$ cat src/rtl/fp_assist_regs.svh
// register offsets, field positions and limits of the floating-point assist
`ifndef FP_ASSIST_REGS_SVH
`define FP_ASSIST_REGS_SVH

// register map (word offsets on the plain register port)
`define FPA_STATUS_OFS 4'h0
`define FPA_STATUS_RST 32'h0000_0000

// status word field positions
`define FPA_PREC_BIT 0
`define FPA_MODE_LSB 1
`define FPA_SIG_LSB 3
`define FPA_TEN_LSB 8
`define FPA_GRS_LSB 13
`define FPA_CARRY_BIT 16

// exception index within the signal and enable fields
`define FPA_EXC_EXP 0
`define FPA_EXC_UNF 1
`define FPA_EXC_OVF 2
`define FPA_EXC_NRM 3
`define FPA_EXC_RND 4

// rounding-mode encodings
`define FPA_RND_NEAR 2'h0
`define FPA_RND_NEG 2'h1
`define FPA_RND_POS 2'h2
`define FPA_RND_ZERO 2'h3

// exponent layout in the cells
`define FPA_SIGN_BIT 31
`define FPA_EXP_MSB 30
`define FPA_SGL_EXP_LSB 23
`define FPA_DBL_EXP_LSB 20
`define FPA_SGL_EXP_MAX 12'h0FF
`define FPA_DBL_EXP_MAX 12'h7FF
`define FPA_SGL_BIAS 12'h07F
`define FPA_DBL_BIAS 12'h3FF

`endif

$ cat src/rtl/fp_assist_pkg.sv
// types shared by the floating-point assist datapath
package fp_assist_pkg;

  typedef enum logic [3:0] {
    OP_NOP = 4'h0,
    OP_TESTEXP = 4'h1,
    OP_REPLEXP = 4'h2,
    OP_DENORM = 4'h3,
    OP_NORML = 4'h4,
    OP_NORMR = 4'h5,
    OP_SHR = 4'h6,
    OP_SHRD = 4'h7,
    OP_SHL = 4'h8,
    OP_SHLD = 4'h9,
    OP_RND = 4'hA,
    OP_ADDEXP = 4'hB,
    OP_SUBEXP = 4'hC
  } op_t;

  typedef struct packed {
    logic valid;
    op_t code;
    logic [5:0] amt;
    logic [31:0] stackTopCell;
    logic [31:0] stackSecondCell;
    logic [31:0] signExponentCell;
  } op_req_t;

  typedef struct packed {
    logic valid;
    logic [31:0] stackTopCell;
    logic [31:0] stackSecondCell;
    logic [31:0] signExponentCell;
  } op_res_t;

  typedef struct packed {
    logic valid;
    logic [4:0] mask;
    logic high;
  } trap_t;

  typedef struct packed {
    logic doublePrecisionSelect;
    logic [1:0] roundingSelectField;
    logic [4:0] sig;
    logic [4:0] trapEn;
    logic [2:0] grs;
    logic carry;
    logic [31:0] rdData;
    op_res_t res;
    trap_t trap;
  } fpa_state_t;

endpackage

$ cat src/rtl/fp_assist_grs_rounding.sv
// floating-point assist datapath: grs extension, rounding, fp exceptions
// Notes on behaviour
// - one cell at a time, double shifts two
// - seventeen fp status bits in status register
// - guard, round, sticky readable and writable
// - testexp/replexp clear; right shifts fill extension
// - denorm/normr feed from top or second cell
// - right shifts feed from low shifted cell
// - only norml shifts extension back out
// - left shifts insert zeros, extension untouched
// - sticky stays set until software, testexp or replexp clears
// - nearest-even: guard decides, ties clear bit0
// - toward minus: increment if negative, inexact
// - toward plus: increment if positive, inexact
// - mode field selects; toward zero never changes
// - carry out of bit 31 on round
// - exception sets signal, trap only if enabled
// - exceptions reported together at completion
// - testexp: zero/ones exponent sets carry, signals
// - underflow from norml, addexp, subexp
// - overflow from normr, addexp, subexp
// - normalize if extension nonzero after denorm, normr or norml
// - rounded when round changes top bit0
//
// Added by the designer: the address map and the plain strobed port.
`timescale 1ns/100ps
`include "fp_assist_regs.svh"

module fp_assist_grs_rounding (
  input wire logic sys_clk,
  input wire logic rst_b,
  input wire fp_assist_pkg::op_req_t opReq,
  input wire logic [3:0] regAddr,
  input wire logic [31:0] regWrData,
  input wire logic regWr,
  input wire logic regRd,
  output logic [31:0] regRdData,
  output fp_assist_pkg::op_res_t opRes,
  output fp_assist_pkg::trap_t trapOut,
  output logic carryOut
);

  fp_assist_pkg::fpa_state_t st_q;
  fp_assist_pkg::fpa_state_t st_d;

  // working values of the instruction datapath
  logic [31:0] top;
  logic [31:0] sec;
  logic [31:0] ct;
  logic dbl;
  logic [2:0] grs;
  logic [11:0] ctExp;
  logic [11:0] opExp;
  logic [11:0] expMax;
  logic [11:0] expBias;
  logic [66:0] rVec;
  logic [66:0] rShift;
  logic [66:0] rLostMask;
  logic [5:0] rAmt;
  logic [63:0] lVec;
  logic [32:0] rndSum;
  logic rndInc;
  logic [12:0] expCalc;
  logic [4:0] evt;
  logic [31:0] statusWord;

  // status word as software sees it; upper bits read as zero
  always_comb begin
    statusWord = 32'h0000_0000;
    statusWord[`FPA_PREC_BIT] = st_q.doublePrecisionSelect;
    statusWord[`FPA_MODE_LSB +: 2] = st_q.roundingSelectField;
    statusWord[`FPA_SIG_LSB +: 5] = st_q.sig;
    statusWord[`FPA_TEN_LSB +: 5] = st_q.trapEn;
    statusWord[`FPA_GRS_LSB +: 3] = st_q.grs;
    statusWord[`FPA_CARRY_BIT] = st_q.carry;
  end

  // next-state logic: register port first, so an instruction's event
  // in the same cycle overrides a software clear of the same flag
  always_comb begin
    st_d = st_q;
    st_d.rdData = 32'h0000_0000;
    st_d.res.valid = 1'b0;
    st_d.trap = '0;
    top = opReq.stackTopCell;
    sec = opReq.stackSecondCell;
    ct = opReq.signExponentCell;
    evt = 5'h00;
    rVec = 67'h0;
    rShift = 67'h0;
    rLostMask = 67'h0;
    rAmt = 6'h00;
    lVec = 64'h0;
    rndSum = 33'h0;
    rndInc = 1'b0;
    expCalc = 13'h0000;

    // register port; unmapped reads return zero
    if (regRd && regAddr == `FPA_STATUS_OFS) begin
      st_d.rdData = statusWord;
    end
    if (regWr && regAddr == `FPA_STATUS_OFS) begin
      st_d.doublePrecisionSelect = regWrData[`FPA_PREC_BIT];
      st_d.roundingSelectField = regWrData[`FPA_MODE_LSB +: 2];
      st_d.sig = regWrData[`FPA_SIG_LSB +: 5];
      st_d.trapEn = regWrData[`FPA_TEN_LSB +: 5];
      st_d.grs = regWrData[`FPA_GRS_LSB +: 3];
      st_d.carry = regWrData[`FPA_CARRY_BIT];
    end

    // precision decides which cell borders the extension
    dbl = st_d.doublePrecisionSelect;
    grs = st_d.grs;
    ctExp = ct[11:0];
    if (dbl) begin
      opExp = {1'b0, top[`FPA_EXP_MSB:`FPA_DBL_EXP_LSB]};
      expMax = `FPA_DBL_EXP_MAX;
      expBias = `FPA_DBL_BIAS;
    end else begin
      opExp = {4'h0, top[`FPA_EXP_MSB:`FPA_SGL_EXP_LSB]};
      expMax = `FPA_SGL_EXP_MAX;
      expBias = `FPA_SGL_BIAS;
    end

    if (opReq.valid) begin
      st_d.res.valid = 1'b1;
      case (opReq.code)
        fp_assist_pkg::OP_TESTEXP: begin
          st_d.grs = 3'h0;
          if (opExp == 12'h000 || opExp == expMax) begin
            st_d.carry = 1'b1;
            evt[`FPA_EXC_EXP] = 1'b1;
          end else begin
            st_d.carry = 1'b0;
          end
        end
        fp_assist_pkg::OP_REPLEXP: begin
          st_d.grs = 3'h0;
          if (dbl) begin
            top[`FPA_EXP_MSB:`FPA_DBL_EXP_LSB] = ctExp[10:0];
          end else begin
            top[`FPA_EXP_MSB:`FPA_SGL_EXP_LSB] = ctExp[7:0];
          end
        end
        fp_assist_pkg::OP_DENORM, fp_assist_pkg::OP_NORMR,
        fp_assist_pkg::OP_SHR, fp_assist_pkg::OP_SHRD: begin
          // one 67-bit frame: {upper, lower, g, r, s}; shr, and denorm/normr
          // in single precision, keep the upper cell empty so zeros enter
          if (opReq.code == fp_assist_pkg::OP_SHRD ||
              (dbl && opReq.code != fp_assist_pkg::OP_SHR)) begin
            rVec = {top, sec, grs};
          end else begin
            rVec = {32'h0000_0000, top, grs};
          end
          if (opReq.code == fp_assist_pkg::OP_SHR ||
              opReq.code == fp_assist_pkg::OP_SHRD) begin
            rAmt = opReq.amt;
          end else begin
            rAmt = 6'h01;
          end
          rShift = rVec >> rAmt;
          rLostMask = ~({67{1'b1}} << rAmt);
          // everything pushed past sticky folds into it
          st_d.grs = {rShift[2:1],
                      rShift[0] | (|(rVec & rLostMask))};
          if (rVec[66:35] != 32'h0000_0000) begin
            top = rShift[66:35];
            sec = rShift[34:3];
          end else if (opReq.code == fp_assist_pkg::OP_SHRD ||
                       (dbl && opReq.code != fp_assist_pkg::OP_SHR)) begin
            top = rShift[66:35];
            sec = rShift[34:3];
          end else begin
            top = rShift[34:3];
          end
          if (opReq.code == fp_assist_pkg::OP_DENORM ||
              opReq.code == fp_assist_pkg::OP_NORMR) begin
            expCalc = {1'b0, ctExp} + 13'h0001;
            ct[11:0] = expCalc[11:0];
            if (opReq.code == fp_assist_pkg::OP_NORMR &&
                expCalc[11:0] >= expMax) begin
              evt[`FPA_EXC_OVF] = 1'b1;
            end
            evt[`FPA_EXC_NRM] = |st_d.grs;
          end
        end
        fp_assist_pkg::OP_NORML: begin
          // guard moves into the cell, sticky keeps its value
          if (dbl) begin
            sec = {sec[30:0], grs[2]};
          end else begin
            top = {top[30:0], grs[2]};
          end
          st_d.grs = {grs[1], grs[0], grs[0]};
          expCalc = {1'b0, ctExp} - 13'h0001;
          ct[11:0] = expCalc[11:0];
          if (expCalc[12] || expCalc[11:0] == 12'h000) begin
            evt[`FPA_EXC_UNF] = 1'b1;
          end
          evt[`FPA_EXC_NRM] = |st_d.grs;
        end
        fp_assist_pkg::OP_SHL: begin
          top = top << opReq.amt;
        end
        fp_assist_pkg::OP_SHLD: begin
          lVec = {top, sec} << opReq.amt;
          top = lVec[63:32];
          sec = lVec[31:0];
        end
        fp_assist_pkg::OP_RND: begin
          case (st_d.roundingSelectField)
            `FPA_RND_NEAR: rndInc = grs[2];
            `FPA_RND_NEG: rndInc = ct[`FPA_SIGN_BIT] & (|grs);
            `FPA_RND_POS: rndInc = ~ct[`FPA_SIGN_BIT] & (|grs);
            default: rndInc = 1'b0;
          endcase
          rndSum = {1'b0, top} + {32'h0000_0000, rndInc};
          if (rndInc) begin
            top = rndSum[31:0];
          end
          // a tie rounds to the even neighbour
          if (st_d.roundingSelectField == `FPA_RND_NEAR && grs == 3'h4) begin
            top[0] = 1'b0;
          end
          st_d.carry = rndInc & rndSum[32];
          if (top[0] != opReq.stackTopCell[0]) begin
            evt[`FPA_EXC_RND] = 1'b1;
          end
        end
        fp_assist_pkg::OP_ADDEXP, fp_assist_pkg::OP_SUBEXP: begin
          // bias is removed once from a sum and added once to a difference, so the result stays biased
          if (opReq.code == fp_assist_pkg::OP_ADDEXP) begin
            expCalc = {1'b0, ctExp} + {1'b0, opExp} - {1'b0, expBias};
          end else begin
            expCalc = {1'b0, ctExp} - {1'b0, opExp} + {1'b0, expBias};
          end
          ct[11:0] = expCalc[11:0];
          if (expCalc[12] || expCalc[11:0] == 12'h000) begin
            evt[`FPA_EXC_UNF] = 1'b1;
          end else if (expCalc[11:0] >= expMax) begin
            evt[`FPA_EXC_OVF] = 1'b1;
          end
        end
        default: begin
          st_d.res.valid = 1'b1;
        end
      endcase
      // all events of one instruction are posted together on completion
      st_d.sig = st_d.sig | evt;
      st_d.trap.mask = evt & st_d.trapEn;
      st_d.trap.valid = |(evt & st_d.trapEn);
      st_d.trap.high = |(evt & st_d.trapEn & 5'h17);
    end
    st_d.res.stackTopCell = top;
    st_d.res.stackSecondCell = sec;
    st_d.res.signExponentCell = ct;
  end

  // single state register for the whole block
  always_ff @(posedge sys_clk) begin
    if (!rst_b) begin
      st_q <= '0;
    end else begin
      st_q <= st_d;
    end
  end

  assign regRdData = st_q.rdData;
  assign opRes = st_q.res;
  assign trapOut = st_q.trap;
  assign carryOut = st_q.carry;

  // checks on the datapath
  res_follow_a: assert property (@(posedge sys_clk) disable iff (!rst_b)
    opReq.valid |=> opRes.valid)
    else $error("result did not follow request");

  zero_mode_a: assert property (@(posedge sys_clk) disable iff (!rst_b)
    opReq.valid && opReq.code == fp_assist_pkg::OP_RND && !regWr &&
    st_q.roundingSelectField == `FPA_RND_ZERO
    |=> opRes.stackTopCell == $past(opReq.stackTopCell) && !carryOut)
    else $error("round toward zero changed the cell");

  sticky_hold_a: assert property (@(posedge sys_clk) disable iff (!rst_b)
    st_q.grs[0] && !regWr && !(opReq.valid &&
    (opReq.code == fp_assist_pkg::OP_TESTEXP ||
     opReq.code == fp_assist_pkg::OP_REPLEXP)) |=> st_q.grs[0])
    else $error("sticky bit dropped");

  sig_hold_a: assert property (@(posedge sys_clk) disable iff (!rst_b)
    !regWr |=> (st_q.sig & $past(st_q.sig)) == $past(st_q.sig))
    else $error("signal bit lost without a write");

  trap_gate_a: assert property (@(posedge sys_clk) disable iff (!rst_b)
    trapOut.valid |-> (trapOut.mask & ~st_q.trapEn) == 5'h00 &&
    (trapOut.mask & ~st_q.sig) == 5'h00)
    else $error("trap without enable or signal");

  testexp_flag_a: assert property (@(posedge sys_clk) disable iff (!rst_b)
    opReq.valid && opReq.code == fp_assist_pkg::OP_TESTEXP &&
    opReq.stackTopCell[`FPA_EXP_MSB:`FPA_DBL_EXP_LSB] == 11'h7FF
    |=> carryOut && st_q.sig[`FPA_EXC_EXP] && st_q.grs == 3'h0)
    else $error("special exponent not flagged");

  shl_grs_a: assert property (@(posedge sys_clk) disable iff (!rst_b)
    opReq.valid && !regWr && (opReq.code == fp_assist_pkg::OP_SHL ||
    opReq.code == fp_assist_pkg::OP_SHLD) |=> st_q.grs == $past(st_q.grs))
    else $error("left shift touched extension");

  rounded_a: assert property (@(posedge sys_clk) disable iff (!rst_b)
    opRes.valid && $past(opReq.code) == fp_assist_pkg::OP_RND &&
    opRes.stackTopCell[0] != $past(opReq.stackTopCell[0])
    |-> st_q.sig[`FPA_EXC_RND])
    else $error("rounded change not signalled");

  norm_flag_a: assert property (@(posedge sys_clk) disable iff (!rst_b)
    opRes.valid && $past(opReq.code) == fp_assist_pkg::OP_NORMR &&
    st_q.grs != 3'h0 |-> st_q.sig[`FPA_EXC_NRM])
    else $error("normalize not signalled");

endmodule

$ cat config.mk
export PLATFORM = sky130hd
export DESIGN_NAME = fp_assist_grs_rounding
export DESIGN_NICKNAME = d
export VERILOG_FILES = /design/src/rtl/fp_assist_pkg.sv /design/src/rtl/fp_assist_grs_rounding.sv
export VERILOG_INCLUDE_DIRS = /design/src /design/src/rtl
export SDC_FILE = /design/constraint.sdc
export NUM_CORES = 1
export LEC_CHECK = 0
export ABC_AREA = 1
export BUFFER_PORTS_ARGS = -buffer_cell sky130_fd_sc_hd__buf_2
export CORE_ASPECT_RATIO = 1.5
export CORE_MARGIN = 4
export CORE_UTILIZATION = 35
export DETAILED_ROUTE_END_ITERATION = 7
export SETUP_SLACK_MARGIN = 0.4
export SLEW_MARGIN = 20
export SYNTH_ARGS = -nofsm -noshare
export SYNTH_HDL_FRONTEND = slang
export SYNTH_SLANG_ARGS = --single-unit
$ cat constraint.sdc
create_clock -name sys_clk -period 12 [get_ports sys_clk]
set_input_delay 1.8 -clock sys_clk [delete_from_list [all_inputs] [get_ports sys_clk]]
set_output_delay 1.8 -clock sys_clk [all_outputs]
set_load 0.03 [all_outputs]
==> results of run 1 <==
==> per-stage QoR <==
step                      cell area, um2  setup slack, ns
after CTS                          22300             5.09
final                              22300             4.91
after detailed placement           21700             4.60
after global routing               22300             4.33
after floorplan                    21200             5.77
after global placement             21700             4.61
==> worst min-delay path, delay by kind of cell (launching register included) <==
kind,cells,cell delay [ns]
DFF,1,0.30
buffers and inverters,1,0.06
and+or+nand+nor,1,0.04
==> Yosys cell counts, types with 8 or more instances <==
master	n	area, um2
a211oi_1	12	90.1
mux2i_1	20	200
o211ai_1	80	601
o21a_1	20	150
nor2_1	261	980
fa_1	8	160
nand4_1	42	263
nor2_2	14	87.6
inv_1	287	1080
buf_1	34	128
a221oi_1	10	87.6
xor2_1	26	228
o21ai_1	37	185
inv_2	14	52.6
ha_1	59	738
nand3_1	560	2800
nor3_1	34	170
nor4_1	17	106
dfxtp_1	138	2760
a21oi_1	149	746
buf_2	56	280
o2111ai_1	11	96.3
o22ai_1	24	150
or2_2	16	100
o21ai_0	456	2280
nand2_1	1041	3910
clkbuf_1	170	638
a311oi_1	10	87.6
buf_4	146	1100
a31oi_1	38	238
==> registers in the layout, summed over array words and instances (netlist names) <==
register	flops
st_q	16
carryOut	1
trapOut	7
opRes	97
regRdData	17
==> area by class of cell <==
type                            count  area [um2]
Inverter                          307        1150
Tap cell                          784         981
Clock buffer                       17         425
Antenna cell                        8        20.0
Multi-Input combinational cell   3024       15100
Timing Repair Buffer              304        1650
Sequential cell                   138        2760
Fill cell                        7047       37600
Clock inverter                     14         161
==> power breakdown <==
part	switching, mW	internal [mW]	total, mW
Combinational	0.751	0.249	1.00
Clock	0.256	0.310	0.565
Sequential	0.00683	0.486	0.493
==> routing by layer <==
metal | vias to the layer above | share of wire (%) | global-route usage [%]
li1 | 12768 | - | -
met1 | 13168 | 35 | 43.5
met2 | 2013 | 44 | 61.9
met3 | 632 | 9.6 | 7.79
met4 | 2 | 11 | 34.4
met5 | - | 0.013 | 0
==> cell usage in the layout, fill, tap and decap left out, types with 5 or more instances in the layout <==
cell type	Yosys	layout
buf_2	56	251
or2_2	16	16
a31oi_1	38	37
nor2_4	2	6
inv_6	0	6
nor2_1	261	257
dfxtp_1	138	138
mux2i_1	20	20
nand4_1	42	42
conb_1	1	15
nand3_1	560	560
o21ai_1	37	39
fa_1	8	8
clkinvlp_4	0	5
o211ai_1	80	80
o21ai_0	456	454
a221oi_1	10	10
inv_2	14	17
o2111ai_1	11	11
a21oi_1	149	148
nand2_1	1041	1036
inv_1	287	286
o22ai_1	24	24
a311oi_1	10	10
clkbuf_16	0	17
nor4_1	17	17
nor3_1	34	34
buf_4	146	53
ha_1	59	59
xor2_1	26	26
diode_2	0	8
nand2_2	7	10
o21a_1	20	20
nor2_2	14	14
a211oi_1	12	12
==> worst paths after layout <==
kind | startpoint | end | slack [ns] | cells after the start
setup / recovery | regAddr[3] | opRes[67]$_SDFF_PN0_ | 4.91 | 19
hold / removal | st_q[144]$_SDFF_PN0_ | regRdData[12]$_SDFF_PN0_ | 0.43 | 2
setup reg to reg | st_q[152]$_SDFF_PN0_ | trapOut[6]$_SDFF_PN0_ | 6.42 | 33
hold reg to reg | st_q[144]$_SDFF_PN0_ | regRdData[12]$_SDFF_PN0_ | 0.43 | 2
==> cells by family (layout without fill, tap and decap cells) <==
kind of cell	Yosys count	count (layout)	share of synthesized area (%)
AND/OR/NAND/NOR	2012	2012	40.9
AO/OA/AOI/OAI	882	882	23.7
buffers and inverters	718	642	15.9
flip-flops	138	138	13.1
adder cells (fa/ha/maj)	67	67	4.25
XOR/XNOR	28	28	1.16
multiplexers	20	20	0.948
other	1	23	0.0178
==> results.toml, run 1 <==
[run_status]
status = "finished clean"

[placement]
place_inst = 4557
numPortBuffers = 253
hpwl_um = 98600
gp_congestion = 1.05

[flow_run]
cap_violations = 0

[clock_tree]
htree_levels = 4
cts_sinks = 138
cts_buffer_depth = 2
cts_root_buf = "clkbuf_16"
cts_tree = "done"
hold_buffers = 0
cts_setup_buffers = 0
worstSkewPairLatency_ns = 0.49
cts_buffers = 17
path_clk_slew_ns = 0.07
cts_resized = 0

[detailed_routing]
vias = 28583
dr.pass1.iters = 6
drt_iter0_drc = 3994
drc = 0
via_per_inst = 6.22
routed_wirelength_um = 130000
postRouteAntennaNets = 0
routedWlPerCell_um = 28.4

[sta]
rsz0062_at_grt = "no"
setup_violations = 0
slew_headroom_pct = 9.75
slew_violations = 0
finalCriticalPeriod_ns = 7.09
fin_tns_setup_ns = 0
hold_violations = 0
timing.final.crit_share_pct = 59.1
tightest_slew_ns = 1.34
final.setup_skew_ns = 0.0330
timing.fmax_mhz = 141
fin_hold_ws_ns = 0.434

[floorplanning]
core_area_mm2 = 0.0599
io_pins = 284
die_w_um = 209
num_rows = 110
start_util_pct = 35.3
die_area_mm2 = 0.0644
die_h_um = 309

[worst_setup_path]
arrival_ns = 7.41
crit_required_ns = 12.33
critPathMaxFanout = 106
cp_num_buf_inv = 2
slowest_delay_ns = 0.79
critPathCaptureType = "flip-flop"
path_common_cell = "nand2_1"
crit_chain = "buf_2 > nor2_2 > nand3_4 > nand2_1 > nand3_1 > nand2_8 > buf_4 > nand2_1 > nand3_1 > nand2_1 > nand2_1 > nand3_1 > nand2_1 > nor2_1 > o21ai_0 > nand3_1 > nor2_1 > o21ai_0 > a21oi_1"
cpMaxStageDelayCell = "nand2_8"
start_kind = "input pin"
path_delay_family = "simple AND/OR/NAND/NOR gates"
crit_type = "input pin to flip-flop"

[power_and_ir_drop]
p_leak_nw = 10.5
totalPowerFinal_mw = 2.06
cellPowerDensity_mw_per_mm2 = 92.3
peakVddDrop_v = 0.0000868

[synthesis]
synth_edf_count = 0
ys_warn_count = 0
ys.flop_type = "dfxtp_1"
avgSynthCellArea_um2 = 5.46
syn_inst = 3866
post_synth_num_cell_types = 63
async_flop_share_pct = 0
ys_ff_latch = 138
syn_area_mm2 = 0.0211
seq_area_frac_synth_pct = 13.1

[global_routing]
grt_pass1_vias = 26563
grt_max_degree = 107
antenna_found_initial = 6
grt_pass1_wl_um = 184000
gr-total-overflow = 0
grt.total_usage_pct = 38.6

[worst_hold_path]
hold_path.class = "flip-flop to flip-flop"

[layout]
drive_above_1_share_pct = 10.8
nets = 4006
syn_to_final_growth_pct = 5.56
final_cells = 4596
fin_util_pct = 37.2
(Power assumes the default switching activity.)
==> inputs of run 2 (changes only) <==
Clock period 12 ns to 6.7 ns, I/O delays scaled along.
==> results.toml, run 2 (synthesized netlist as in run 1, its figures left out) <==
[power_and_ir_drop]
cellPowerDensity_mw_per_mm2 = 167
peakVddDrop_v = 0.000133
p_leak_nw = 10.7

[layout]
mostFrequentLayoutCells = "nand2_1 (1036), nand3_1 (560), o21ai_0 (450)"
syn_to_final_growth_pct = 7.01
fillers = 7063
seqCellArea_mm2 = 0.00276
final_cells = 4622
nets = 4036
final_common_cell = "nand2_1"
multi_input_area_mm2 = 0.0152
drive_above_1_share_pct = 11.6
largest_register_ffs = 97

[detailed_routing]
dr.pass1.iters = 7
drt_iter0_drc = 3946
routedWlPerCell_um = 29.2
via_per_inst = 6.21
postRouteAntennaNets = 0
routed_wirelength_um = 135000
vias = 28683
drc = 0

[global_routing]
grt_max_degree = 77
gr-total-overflow = 0
grt_pass1_vias = 26925
grt.total_usage_pct = 39.8
antenna_found_initial = 4
grt_pass1_wl_um = 189000

[worst_setup_path]
crit_type = "input pin to flip-flop"
cpMaxStageDelayCell = "nor2_2"
crit_required_ns = 7.15
cp_num_buf_inv = 9
critPathMaxFanout = 25
critPathCaptureType = "flip-flop"
path_common_cell = "inv_1"
start_kind = "input pin"
path_delay_family = "simple AND/OR/NAND/NOR gates"
slowest_delay_ns = 0.40
arrival_ns = 5.94

[clock_tree]
cts_buffers = 17
htree_levels = 4
cts_root_buf = "clkbuf_16"
hold_buffers = 0
cts_resized = 0
cts_sinks = 138
cts_tree = "done"
cts_buffer_depth = 2
worstSkewPairLatency_ns = 0.50
cts_setup_buffers = 0
path_clk_slew_ns = 0.09

[placement]
place_inst = 4586
hpwl_um = 103000
numPortBuffers = 253
gp_congestion = 1.13

[sta]
timing.fmax_mhz = 182
fin_tns_setup_ns = 0
rsz0062_at_grt = "no"
slew_violations = 0
hold_violations = 0
finalCriticalPeriod_ns = 5.49
timing.final.crit_share_pct = 81.9
setup_violations = 0
slew_headroom_pct = 18.3
final.setup_skew_ns = 0.0301
tightest_slew_ns = 1.21
fin_hold_ws_ns = 0.431

[floorplanning]
die_area_mm2 = 0.0644
start_util_pct = 35.3
core_area_mm2 = 0.0599
num_rows = 110
io_pins = 284
die_h_um = 309
die_w_um = 209

[flow_run]
cap_violations = 0

[worst_hold_path]
hold_path.class = "flip-flop to flip-flop"

[run_status]
status = "finished clean"
run 2: metrics by stage:
step	power (mW)	setup slack, ns	instance area, um2	utilization, %
finish	3.78	1.21	22600	37.8
global route	3.93	0.723	22600	37.7
CTS	3.70	1.31	22600	37.7
detailed placement	2.64	0.806	22000	36.7
global placement	2.64	0.832	22000	36.7
floorplan	2.02	1.26	21200	-
run 2: path summary, 6_finish.rpt:
kind	end	slack (ns)	start	cells after the start
worst max-delay path	carryOut$_SDFF_PN0_	1.21	regAddr[1]	30
worst max register to register	trapOut[6]$_SDFF_PN0_	1.90	st_q[152]$_SDFF_PN0_	32
worst min-delay path	regRdData[3]$_SDFF_PN0_	0.43	st_q[145]$_SDFF_PN0_	2
worst min register to register	regRdData[3]$_SDFF_PN0_	0.43	st_q[145]$_SDFF_PN0_	2
run 2: routing by layer:
metal  vias to the layer above  track usage [%]  share of wire [%]
met4                         4             36.1                 12
met2                      1942             63.8                 44
li1                      12802                -                  -
met5                         -                0              0.021
met1                     13295             43.7                 35
met3                       640             9.57                9.4
run 2: power breakdown:
group	internal, mW	switching [mW]
combinational	0.462	1.37
clock	0.600	0.457
sequential	0.870	0.0140
run 2: area by class of cell:
class | instances | share of cell area [%]
clock inverter | 12 | 0.725
sequential | 138 | 12.2
clock buffer | 20 | 1.98
multi-input combinational | 3024 | 67.1
timing repair buffer | 334 | 8.54
antenna | 3 | 0.0332
inverter | 307 | 5.10
tap | 784 | 4.34
run 2: worst register-to-register path, delay by kind of cell (launching register included):
family	cells	cell delay (ns)
simple gates	20	1.83
flops	1	0.31
fa+ha+maj	5	1.45
compound gates	5	1.02
buf+inv	2	0.15
